### src/hw/gisc_pkg.sv
// =============================================================
// register map
package gisc_pkg;
    localparam logic [7:0] GISC_PHASE_B_SEL_ADDR = 8'h0B;
    localparam logic [7:0] GISC_PHASE_C_SEL_ADDR = 8'h0C;
    localparam logic [7:0] GISC_AMP_GAIN_ADDR = 8'h0D;
    localparam logic [7:0] GISC_SAMPLE_PHASE_ADDR = 8'h0E;
    localparam logic [7:0] GISC_PHASE_B_SEL_RST = 8'h25;
    localparam logic [7:0] GISC_PHASE_C_SEL_RST = 8'h36;
    localparam logic [7:0] GISC_AMP_GAIN_RST = 8'hAA;
    localparam logic [7:0] GISC_SAMPLE_PHASE_RST = 8'h00;
    localparam logic [7:0] GISC_UNMAPPED_DATA = 8'h00;
    // =============================================================
    // field positions (select regs share one layout)
    localparam int GISC_HYST_BIT = 7;
    localparam int GISC_HIGH_SEL_LSB = 4;
    localparam int GISC_MODE_BIT = 3;
    localparam int GISC_LOW_SEL_LSB = 0;
    localparam int GISC_BACK_EMF_AMP_GAIN_LSB = 6;
    localparam int GISC_AMP1_GAIN_LSB = 4;
    localparam int GISC_AMP2_GAIN_LSB = 2;
    localparam int GISC_AMP3_GAIN_LSB = 0;
    localparam int GISC_CAL_ROUTE_BIT = 7;
    localparam int GISC_PHASE_LSB = 4;
    localparam int GISC_BACK_EMF_SAMPLE_HOLD_BIT = 3;
    localparam int GISC_AMP1_SH_BIT = 2;
    localparam int GISC_AMP2_SH_BIT = 1;
    localparam int GISC_AMP3_SH_BIT = 0;
    // =============================================================
    // codes
    localparam logic [2:0] GISC_SEL_FORCE_LOW = 3'h0;
    localparam logic [2:0] GISC_SEL_HIGH_Z = 3'h7;
    localparam logic [1:0] GISC_AMP3_GAIN_LOWEST = 2'h0;
    localparam logic [1:0] GISC_AUTO_PHASE_TOP = 2'h0;
    localparam logic [2:0] GISC_PHASE_BY_CMP12 = 3'h2;
    localparam logic [2:0] GISC_PHASE_BY_CMP13 = 3'h3;
    localparam logic [1:0] GISC_PH_NONE = 2'h0;
    localparam logic [1:0] GISC_PH_A = 2'h1;
    localparam logic [1:0] GISC_PH_B = 2'h2;
    localparam logic [1:0] GISC_PH_C = 2'h3;
    // =============================================================
    // timing
    localparam int GISC_CLK_PERIOD_NS = 50;
    localparam int GISC_GT_500_NS = 500;
    localparam int GISC_GT_1000_NS = 1000;
    localparam int GISC_GT_2000_NS = 2000;
    localparam int GISC_GT_4000_NS = 4000;
    localparam logic [7:0] GISC_GT_500_CYC = 8'((GISC_GT_500_NS + GISC_CLK_PERIOD_NS - 1) / GISC_CLK_PERIOD_NS);
    localparam logic [7:0] GISC_GT_1000_CYC = 8'((GISC_GT_1000_NS + GISC_CLK_PERIOD_NS - 1) / GISC_CLK_PERIOD_NS);
    localparam logic [7:0] GISC_GT_2000_CYC = 8'((GISC_GT_2000_NS + GISC_CLK_PERIOD_NS - 1) / GISC_CLK_PERIOD_NS);
    localparam logic [7:0] GISC_GT_4000_CYC = 8'((GISC_GT_4000_NS + GISC_CLK_PERIOD_NS - 1) / GISC_CLK_PERIOD_NS);
endpackage : gisc_pkg

### src/hw/gisc_config.sv
// Behaviour
// - phase-B high select: 000 low, 001-110 inputs one to six, 111 off.
// - phase-B low select uses the same three-bit encoding.
// - phase-C high select uses the same three-bit encoding.
// - phase-C low select uses the same three-bit encoding.
// - select code 111 turns both source and sink current off.
// - after overcurrent fault: pulldown bit 0 passive pulldown, 1 drive low.
// - comparator two/three hysteresis bit: 0 is 44 mV, 1 is none.
// - charge-pump undervoltage bit: 0 is 0.58, 1 is 0.8 of drive supply.
// - back-EMF gain 0.05/0.1/0.5/1.0 applies only while amp-three gain is 00.
// - each current amp gain code selects 5, 10, 20 or 40 V/V.
// - calibration route bit: 0 reference voltage, 1 the chosen phase.
// - phase code 00x: automatic choice from driver inputs at strobe falling edge.
// - phase code 010: comparator one and two pins give the phase.
// - phase code 011: comparator one and three pins give the phase.
// - fixed codes 100 none, 101 A, 110 B, 111 C.
// - back-EMF hold bit 1: sample only strobe low, PWM on, after delay.
// - current amp hold bit 1: sample only while the strobe is low.
// - delay field 00..11 gives 500, 1000, 2000, 4000 ns.
`timescale 1ns/10ps
module gisc_config
    import gisc_pkg::*;
#(
    parameter int NUM_INPUTS = 6
) (
    input wire logic i_ref_clk,
    input wire logic i_reset_n,
    input wire logic i_clk_en,
    input wire logic i_reg_wr,
    input wire logic i_reg_rd,
    input wire logic [7:0] i_reg_addr,
    input wire logic [7:0] i_reg_wdata,
    output logic [7:0] o_reg_rdata,
    input wire logic [NUM_INPUTS-1:0] i_logic_input,
    input wire logic i_phase_a_high_drive,
    input wire logic i_phase_a_low_drive,
    input wire logic i_drain_source_overcurrent_fault,
    input wire logic i_shunt_overcurrent_fault,
    input wire logic i_sample_strobe_low,
    input wire logic i_pwm_on,
    input wire logic [1:0] i_gate_transition_delay_field,
    input wire logic i_comparator_one_output_pin,
    input wire logic i_comparator_two_output_pin,
    input wire logic i_comparator_three_output_pin,
    output logic [3:0] o_drive_level,
    output logic [3:0] o_drive_enable,
    output logic [3:0] o_drive_passive_pulldown,
    output logic o_comparator_two_hysteresis,
    output logic o_comparator_three_hysteresis,
    output logic o_charge_pump_undervoltage_level,
    output logic [1:0] o_back_emf_amp_gain,
    output logic o_back_emf_gain_active,
    output logic [1:0] o_current_amp_one_gain,
    output logic [1:0] o_current_amp_two_gain,
    output logic [1:0] o_current_amp_three_gain,
    output logic o_back_emf_cal_input_route,
    output logic [1:0] o_back_emf_phase,
    output logic o_back_emf_sampling,
    output logic [2:0] o_current_amp_sampling
);
    if (NUM_INPUTS != 6) begin : g_bad_inputs
        $error("gisc_config serves exactly six logic inputs");
    end

    // =============================================================
    // registers
    logic [7:0] phase_b_input_select_q;
    logic [7:0] phase_c_input_select_q;
    logic [7:0] amplifier_gain_control_q;
    logic [7:0] sample_phase_control_q;

    always_ff @(posedge i_ref_clk or negedge i_reset_n) begin
        if (!i_reset_n) begin
            phase_b_input_select_q <= GISC_PHASE_B_SEL_RST;
            phase_c_input_select_q <= GISC_PHASE_C_SEL_RST;
            amplifier_gain_control_q <= GISC_AMP_GAIN_RST;
            sample_phase_control_q <= GISC_SAMPLE_PHASE_RST;
        end else if (i_clk_en && i_reg_wr) begin
            if (i_reg_addr == GISC_PHASE_B_SEL_ADDR) begin
                phase_b_input_select_q <= i_reg_wdata;
            end else if (i_reg_addr == GISC_PHASE_C_SEL_ADDR) begin
                phase_c_input_select_q <= i_reg_wdata;
            end else if (i_reg_addr == GISC_AMP_GAIN_ADDR) begin
                amplifier_gain_control_q <= i_reg_wdata;
            end else if (i_reg_addr == GISC_SAMPLE_PHASE_ADDR) begin
                sample_phase_control_q <= i_reg_wdata;
            end
        end
    end

    always_ff @(posedge i_ref_clk or negedge i_reset_n) begin
        if (!i_reset_n) begin
            o_reg_rdata <= GISC_UNMAPPED_DATA;
        end else if (i_clk_en && i_reg_rd) begin
            if (i_reg_addr == GISC_PHASE_B_SEL_ADDR) begin
                o_reg_rdata <= phase_b_input_select_q;
            end else if (i_reg_addr == GISC_PHASE_C_SEL_ADDR) begin
                o_reg_rdata <= phase_c_input_select_q;
            end else if (i_reg_addr == GISC_AMP_GAIN_ADDR) begin
                o_reg_rdata <= amplifier_gain_control_q;
            end else if (i_reg_addr == GISC_SAMPLE_PHASE_ADDR) begin
                o_reg_rdata <= sample_phase_control_q;
            end else begin
                o_reg_rdata <= GISC_UNMAPPED_DATA;
            end
        end
    end

    // =============================================================
    // field views
    logic [2:0] drive_sel [4];
    logic fault_pulldown_select;
    logic overcurrent_fault;
    logic [2:0] back_emf_phase_choice;

    assign drive_sel[0] = phase_b_input_select_q[GISC_HIGH_SEL_LSB +: 3];
    assign drive_sel[1] = phase_b_input_select_q[GISC_LOW_SEL_LSB +: 3];
    assign drive_sel[2] = phase_c_input_select_q[GISC_HIGH_SEL_LSB +: 3];
    assign drive_sel[3] = phase_c_input_select_q[GISC_LOW_SEL_LSB +: 3];
    assign fault_pulldown_select = phase_b_input_select_q[GISC_MODE_BIT];
    assign overcurrent_fault = i_drain_source_overcurrent_fault | i_shunt_overcurrent_fault;
    assign back_emf_phase_choice = sample_phase_control_q[GISC_PHASE_LSB +: 3];

    // =============================================================
    // gate driver routing, order: B high, B low, C high, C low
    for (genvar d = 0; d < 4; d++) begin : g_drive
        always_ff @(posedge i_ref_clk or negedge i_reset_n) begin
            if (!i_reset_n) begin
                o_drive_level[d] <= 1'b0;
                o_drive_enable[d] <= 1'b0;
                o_drive_passive_pulldown[d] <= 1'b0;
            end else if (i_clk_en) begin
                if (overcurrent_fault) begin
                    // fault pulldown overrides any routing
                    o_drive_level[d] <= 1'b0;
                    o_drive_enable[d] <= fault_pulldown_select;
                    o_drive_passive_pulldown[d] <= !fault_pulldown_select;
                end else if (drive_sel[d] == GISC_SEL_HIGH_Z) begin
                    o_drive_level[d] <= 1'b0;
                    o_drive_enable[d] <= 1'b0;
                    o_drive_passive_pulldown[d] <= 1'b0;
                end else if (drive_sel[d] == GISC_SEL_FORCE_LOW) begin
                    o_drive_level[d] <= 1'b0;
                    o_drive_enable[d] <= 1'b1;
                    o_drive_passive_pulldown[d] <= 1'b0;
                end else begin
                    o_drive_level[d] <= i_logic_input[drive_sel[d] - 3'h1];
                    o_drive_enable[d] <= 1'b1;
                    o_drive_passive_pulldown[d] <= 1'b0;
                end
            end
        end
    end

    // =============================================================
    // static analog controls
    always_ff @(posedge i_ref_clk or negedge i_reset_n) begin
        if (!i_reset_n) begin
            o_comparator_two_hysteresis <= GISC_PHASE_B_SEL_RST[GISC_HYST_BIT];
            o_comparator_three_hysteresis <= GISC_PHASE_C_SEL_RST[GISC_HYST_BIT];
            o_charge_pump_undervoltage_level <= GISC_PHASE_C_SEL_RST[GISC_MODE_BIT];
            o_back_emf_amp_gain <= GISC_AMP_GAIN_RST[GISC_BACK_EMF_AMP_GAIN_LSB +: 2];
            o_back_emf_gain_active <= 1'b0;
            o_current_amp_one_gain <= GISC_AMP_GAIN_RST[GISC_AMP1_GAIN_LSB +: 2];
            o_current_amp_two_gain <= GISC_AMP_GAIN_RST[GISC_AMP2_GAIN_LSB +: 2];
            o_current_amp_three_gain <= GISC_AMP_GAIN_RST[GISC_AMP3_GAIN_LSB +: 2];
            o_back_emf_cal_input_route <= 1'b0;
        end else if (i_clk_en) begin
            // 1 means no hysteresis
            o_comparator_two_hysteresis <= phase_b_input_select_q[GISC_HYST_BIT];
            o_comparator_three_hysteresis <= phase_c_input_select_q[GISC_HYST_BIT];
            o_charge_pump_undervoltage_level <= phase_c_input_select_q[GISC_MODE_BIT];
            o_back_emf_amp_gain <= amplifier_gain_control_q[GISC_BACK_EMF_AMP_GAIN_LSB +: 2];
            o_back_emf_gain_active <=
                amplifier_gain_control_q[GISC_AMP3_GAIN_LSB +: 2] == GISC_AMP3_GAIN_LOWEST;
            o_current_amp_one_gain <= amplifier_gain_control_q[GISC_AMP1_GAIN_LSB +: 2];
            o_current_amp_two_gain <= amplifier_gain_control_q[GISC_AMP2_GAIN_LSB +: 2];
            o_current_amp_three_gain <= amplifier_gain_control_q[GISC_AMP3_GAIN_LSB +: 2];
            o_back_emf_cal_input_route <= sample_phase_control_q[GISC_CAL_ROUTE_BIT];
        end
    end

    // =============================================================
    // sample strobe synchroniser
    logic strobe_meta_q;
    logic strobe_sync_q;
    logic strobe_prev_q;
    logic strobe_fall;

    always_ff @(posedge i_ref_clk or negedge i_reset_n) begin
        if (!i_reset_n) begin
            strobe_meta_q <= 1'b1;
            strobe_sync_q <= 1'b1;
            strobe_prev_q <= 1'b1;
        end else if (i_clk_en) begin
            strobe_meta_q <= i_sample_strobe_low;
            strobe_sync_q <= strobe_meta_q;
            strobe_prev_q <= strobe_sync_q;
        end
    end

    assign strobe_fall = strobe_prev_q && !strobe_sync_q;

    // =============================================================
    // automatic phase: the one phase whose high and low inputs are both off floats
    logic [1:0] auto_phase_q;
    logic [1:0] floating_phase;
    logic [2:0] phase_idle;

    assign phase_idle[0] = !i_phase_a_high_drive && !i_phase_a_low_drive;
    assign phase_idle[1] = !o_drive_level[0] && !o_drive_level[1];
    assign phase_idle[2] = !o_drive_level[2] && !o_drive_level[3];

    always_comb begin
        if (phase_idle == 3'h1) begin
            floating_phase = GISC_PH_A;
        end else if (phase_idle == 3'h2) begin
            floating_phase = GISC_PH_B;
        end else if (phase_idle == 3'h4) begin
            floating_phase = GISC_PH_C;
        end else begin
            floating_phase = GISC_PH_NONE;
        end
    end

    always_ff @(posedge i_ref_clk or negedge i_reset_n) begin
        if (!i_reset_n) begin
            auto_phase_q <= GISC_PH_NONE;
        end else if (i_clk_en && strobe_fall) begin
            auto_phase_q <= floating_phase;
        end
    end

    always_ff @(posedge i_ref_clk or negedge i_reset_n) begin
        if (!i_reset_n) begin
            o_back_emf_phase <= GISC_PH_NONE;
        end else if (i_clk_en) begin
            if (back_emf_phase_choice[2:1] == GISC_AUTO_PHASE_TOP) begin
                o_back_emf_phase <= auto_phase_q;
            end else if (back_emf_phase_choice == GISC_PHASE_BY_CMP12) begin
                o_back_emf_phase <= {i_comparator_one_output_pin, i_comparator_two_output_pin};
            end else if (back_emf_phase_choice == GISC_PHASE_BY_CMP13) begin
                o_back_emf_phase <= {i_comparator_one_output_pin, i_comparator_three_output_pin};
            end else begin
                o_back_emf_phase <= back_emf_phase_choice[1:0];
            end
        end
    end

    // =============================================================
    // gate transition delay after PWM turns on
    logic [7:0] gate_delay_cycles;
    logic [7:0] gate_delay_count_q;
    logic gate_delay_done;

    always_comb begin
        case (i_gate_transition_delay_field)
            2'h0: gate_delay_cycles = GISC_GT_500_CYC;
            2'h1: gate_delay_cycles = GISC_GT_1000_CYC;
            2'h2: gate_delay_cycles = GISC_GT_2000_CYC;
            default: gate_delay_cycles = GISC_GT_4000_CYC;
        endcase
    end

    always_ff @(posedge i_ref_clk or negedge i_reset_n) begin
        if (!i_reset_n) begin
            gate_delay_count_q <= 8'h00;
        end else if (i_clk_en) begin
            if (!i_pwm_on) begin
                gate_delay_count_q <= 8'h00;
            end else if (gate_delay_count_q < gate_delay_cycles) begin
                gate_delay_count_q <= gate_delay_count_q + 8'h01;
            end
        end
    end

    // saturating count keeps done high for the rest of the PWM on time
    assign gate_delay_done = gate_delay_count_q >= gate_delay_cycles;

    // =============================================================
    // sample and hold strobes
    logic [2:0] amp_hold_bits;

    assign amp_hold_bits = {sample_phase_control_q[GISC_AMP1_SH_BIT],
                            sample_phase_control_q[GISC_AMP2_SH_BIT],
                            sample_phase_control_q[GISC_AMP3_SH_BIT]};

    always_ff @(posedge i_ref_clk or negedge i_reset_n) begin
        if (!i_reset_n) begin
            o_back_emf_sampling <= 1'b1;
            o_current_amp_sampling <= 3'h7;
        end else if (i_clk_en) begin
            o_back_emf_sampling <= !sample_phase_control_q[GISC_BACK_EMF_SAMPLE_HOLD_BIT]
                || (!strobe_sync_q && i_pwm_on && gate_delay_done);
            o_current_amp_sampling <= ~amp_hold_bits | {3{!strobe_sync_q}};
        end
    end
endmodule : gisc_config

### config.mk
export PLATFORM = sky130hd
export DESIGN_NAME = gisc_config
export DESIGN_NICKNAME = d
export VERILOG_FILES = /design/src/hw/gisc_pkg.sv /design/src/hw/gisc_config.sv
export SDC_FILE = /design/constraint.sdc
export NUM_CORES = 1
export LEC_CHECK = 0
export ABC_AREA = 1
export BUFFER_PORTS_ARGS = -buffer_cell sky130_fd_sc_hd__buf_2
export CAP_MARGIN = 20
export CELL_PAD_IN_SITES_DETAIL_PLACEMENT = 0
export CELL_PAD_IN_SITES_GLOBAL_PLACEMENT = 1
export CORE_ASPECT_RATIO = 0.9
export CORE_UTILIZATION = 34
export CTS_CLUSTER_DIAMETER = 50
export DETAILED_ROUTE_END_ITERATION = 7
export PLACE_DENSITY = 0.64
export SLEW_MARGIN = 0
export SYNTH_ARGS = -nofsm -noshare
export SYNTH_HDL_FRONTEND = slang
export SYNTH_SLANG_ARGS = --single-unit
### constraint.sdc
create_clock -name i_ref_clk -period 1.8 [get_ports i_ref_clk]
set_input_delay 0.27 -clock i_ref_clk [delete_from_list [all_inputs] [get_ports i_ref_clk]]
set_output_delay 0.27 -clock i_ref_clk [all_outputs]
set_load 0.02 [all_outputs]
==> impl_metrics.ini <==
[sta]
clock_skew_ns = 0.00349
max_freq_mhz = 619
finalSetupViolCount = 0
worstMarginPinSlew_ns = 0.556
finalHoldViolations = 0
slew_viol_final = 0
hold_slack_ns = 0.128
relSlewSlack_pct = 62.6
post-route-period-util_pct = 89.7
fin_crit_ns = 1.62
worst_slack_ns = 0.185

[clocking]
path_clk_slew_ns = 0.06
cts_setup_buffers = 0
clock_latency_ns = 0.34
cts_tree = done
cts_max_level = 3
root_buffer = clkbuf_16
cts_inserted_buffers = 9
cts_max_path_buffers = 2
cts.sinks = 81

[power]
cellLeakagePower_uw = 0.00293
power_uw = 4540
power.density_nw_per_um2 = 829
ir_drop_v = 0.000491

[worst_setup_path]
critPathTopFamily = simple AND/OR/NAND/NOR gates
crit_path_end = gate_delay_count_q[7]$_DFFE_PN0P_
worstPathArrival_ns = 1.85
slowest_delay_ns = 0.44
path_cells = ha_1 -> nand2_1 -> nor2_1 -> nand2_1 -> nand2_1 -> nand2_2 -> buf_4 -> nand3_1 -> nand2_1
ff2ff_path_depth = 9
crit_path_frequent_cell = nand2_1
path_max_fanout = 8
r2r_slack_ns = 0.18
cp.depth = 9
timing.rr.start = gate_delay_count_q[6]$_DFFE_PN0P_
crit_start = gate_delay_count_q[6]$_DFFE_PN0P_
cp_slowest_cell = dfrtp_1
path_buf_inv = 1
r2r-end = gate_delay_count_q[7]$_DFFE_PN0P_
start_kind = flop
path_class = flop to flop
endpoint_kind = flop
cp.required_ns = 2.03

[synth]
synthTopCellsByArea = dfrtp_1, nand2_1, dfstp_2, ha_1, inv_1
synth-edff-count = 0
async_flop_share_pct = 100
synth_nets = 628
synth_top_area_share_pct = 32.8
ys_ff_latch = 81
synthMostInstantiatedCell = nand2_1
synth_common_cells = nand2_1, inv_1, dfrtp_1, nand3_1, o21ai_0
syn_inst = 571
ys.flop_type = dfrtp_1
synth_area_per_cell_sq_um = 7.89
netlist_area_sq_um = 4510
yosysSeqAreaShare_pct = 45.6
yosysUniqueCellTypes = 36
yosysTopAreaCell = dfrtp_1
ys_warn_count = 0

[cells_and_area]
fin_cells = 828
fin_nets = 716
diodes = 0
area_delta_synth_final_pct = 21.4
final_util_pct = 42.6
drive_gt1_share_pct = 23.8
n_fill_cell = 1342

[floorplan]
coreArea_sq_um = 12800
row_count = 39
ios = 77
dieArea_sq_um = 13700
initial_core_util_pct = 35.1
fp.dieH_um = 111
dieWidth_um = 123

[place]
numPortBuffers = 76
dp_hpwl_um = 9190
gp_congestion = 0.824
place_ws_ns = -0.0243
placed_cells = 811

[global_routing]
grt-ovfl-total = 0
globalRouteMet1Util_pct = 26.1
grt_pass1_wl_um = 19300
grt_max_degree = 37
grtUsageMet3_pct = 4.68
grt_antenna_before_repair = 0
grt_util_all_layers_pct = 18.8
grt_pass1_vias = 3742
met2_usage_pct = 29.5
busiest_layer = met2

[detailed_routing]
postRouteAntennaNets = 0
wl_per_cell_um = 14.3
dr_total_vias = 3879
drt_iter0_drc = 199
drc = 0
routed_wirelength_um = 11900
dr.pass1.iters = 4
via_per_inst = 4.68

[job]
max-cap-violations = 0

[hold_path]
worstHoldPathType = primary input to flop

[outcome]
status = finished, final reports clean
## layout by cell type, fill, tap and decap left out, types with 13 or more instances in the layout
cell type	n
inv_1	63
a21oi_1	14
buf_4	15
dfrtp_1	59
o21ai_0	32
nor2_1	31
nand2_1	197
buf_2	75
o21ai_1	13
nand3_1	43
ha_1	19
dfstp_2	22
## metal layers
metal | wire length, um | vias to the layer above
met4 | 101 | 0
met1 | 5930 | 1812
met2 | 5440 | 63
li1 | - | 1997
met5 | 0 | -
met3 | 390 | 7
## power by group
part | leakage [uW] | switching (uW) | internal, uW
registers | 0.000981 | 65.4 | 1920
clock network | 0.000162 | 733 | 1280
logic | 0.00178 | 343 | 190
## worst min path at each step
| stage | from | endpoint | slack [ns] | cells past startpoint |
|---|---|---|---|---|
| after floorplan | i_reset_n | amplifier_gain_control_q[0]$_DFFE_PN0P_ | -0.03 | 0 |
| after global placement | i_reset_n | o_comparator_two_hysteresis$_DFFE_PN0P_ | 0.24 | 1 |
| after detailed placement | i_reset_n | o_comparator_two_hysteresis$_DFFE_PN0P_ | 0.25 | 1 |
| after CTS | i_sample_strobe_low | strobe_meta_q$_DFFE_PN1P_ | 0.12 | 3 |
| after global routing | i_sample_strobe_low | strobe_meta_q$_DFFE_PN1P_ | 0.15 | 3 |
| final | i_sample_strobe_low | strobe_meta_q$_DFFE_PN1P_ | 0.13 | 3 |
## flip-flops by register name, summed over array words and instances (netlist names), 2 cells and up
name / count
o_back_emf_phase: 2
o_drive_level: 4
amplifier_gain_control_q: 8
o_back_emf_amp_gain: 2
o_current_amp_one_gain: 2
sample_phase_control_q: 8
o_current_amp_three_gain: 2
o_current_amp_two_gain: 2
phase_b_input_select_q: 8
auto_phase_q: 2
o_current_amp_sampling: 3
o_reg_rdata: 8
o_drive_enable: 4
phase_c_input_select_q: 8
gate_delay_count_q: 8
## through the flow
| step | TNS, ns | cell area (sq um) |
|---|---|---|
| 2_1_floorplan | 0 | 4510 |
| 3_3_place_gp | 0 | 5130 |
| 3_5_place_dp | -0.108 | 5130 |
| 4_1_cts | 0 | 5470 |
| 5_1_grt | -0.00148 | 5470 |
| 6_report | 0 | 5470 |
## worst min-delay path, cell delays in order
cell and delay [ns]:
buf_2 0.10, nand2_1 0.05, nand2_1 0.05
## cells by family (layout without fill, tap and decap cells)
| family | count (synthesis) | after routing | share of synthesized area [%] |
|---|---|---|---|
| AND/OR/NAND/NOR | 309 | 309 | 30.8 |
| flip-flops | 81 | 81 | 45.6 |
| buffers and inverters | 81 | 174 | 7.94 |
| AO/OA/AOI/OAI | 79 | 79 | 9.99 |
| adder cells (fa/ha/maj) | 19 | 19 | 5.27 |
| XOR/XNOR | 2 | 2 | 0.389 |
## final cells by class
cell class,instances,area (sq um),area share (%)
multi-input combinational,409,2100,38.4
timing repair buffer,93,538,9.83
clock inverter,5,77.6,1.42
inverter,65,244,4.46
tap,164,205,3.75
sequential,81,2050,37.5
clock buffer,11,253,4.62
## what timing repair did
action                                  CTS  global route
endpoints found under the hold margin    21             0
resized for setup                         0             2
hold buffers                              1             0
endpoints found under the setup margin    0             8
(Power assumes the default switching activity.)
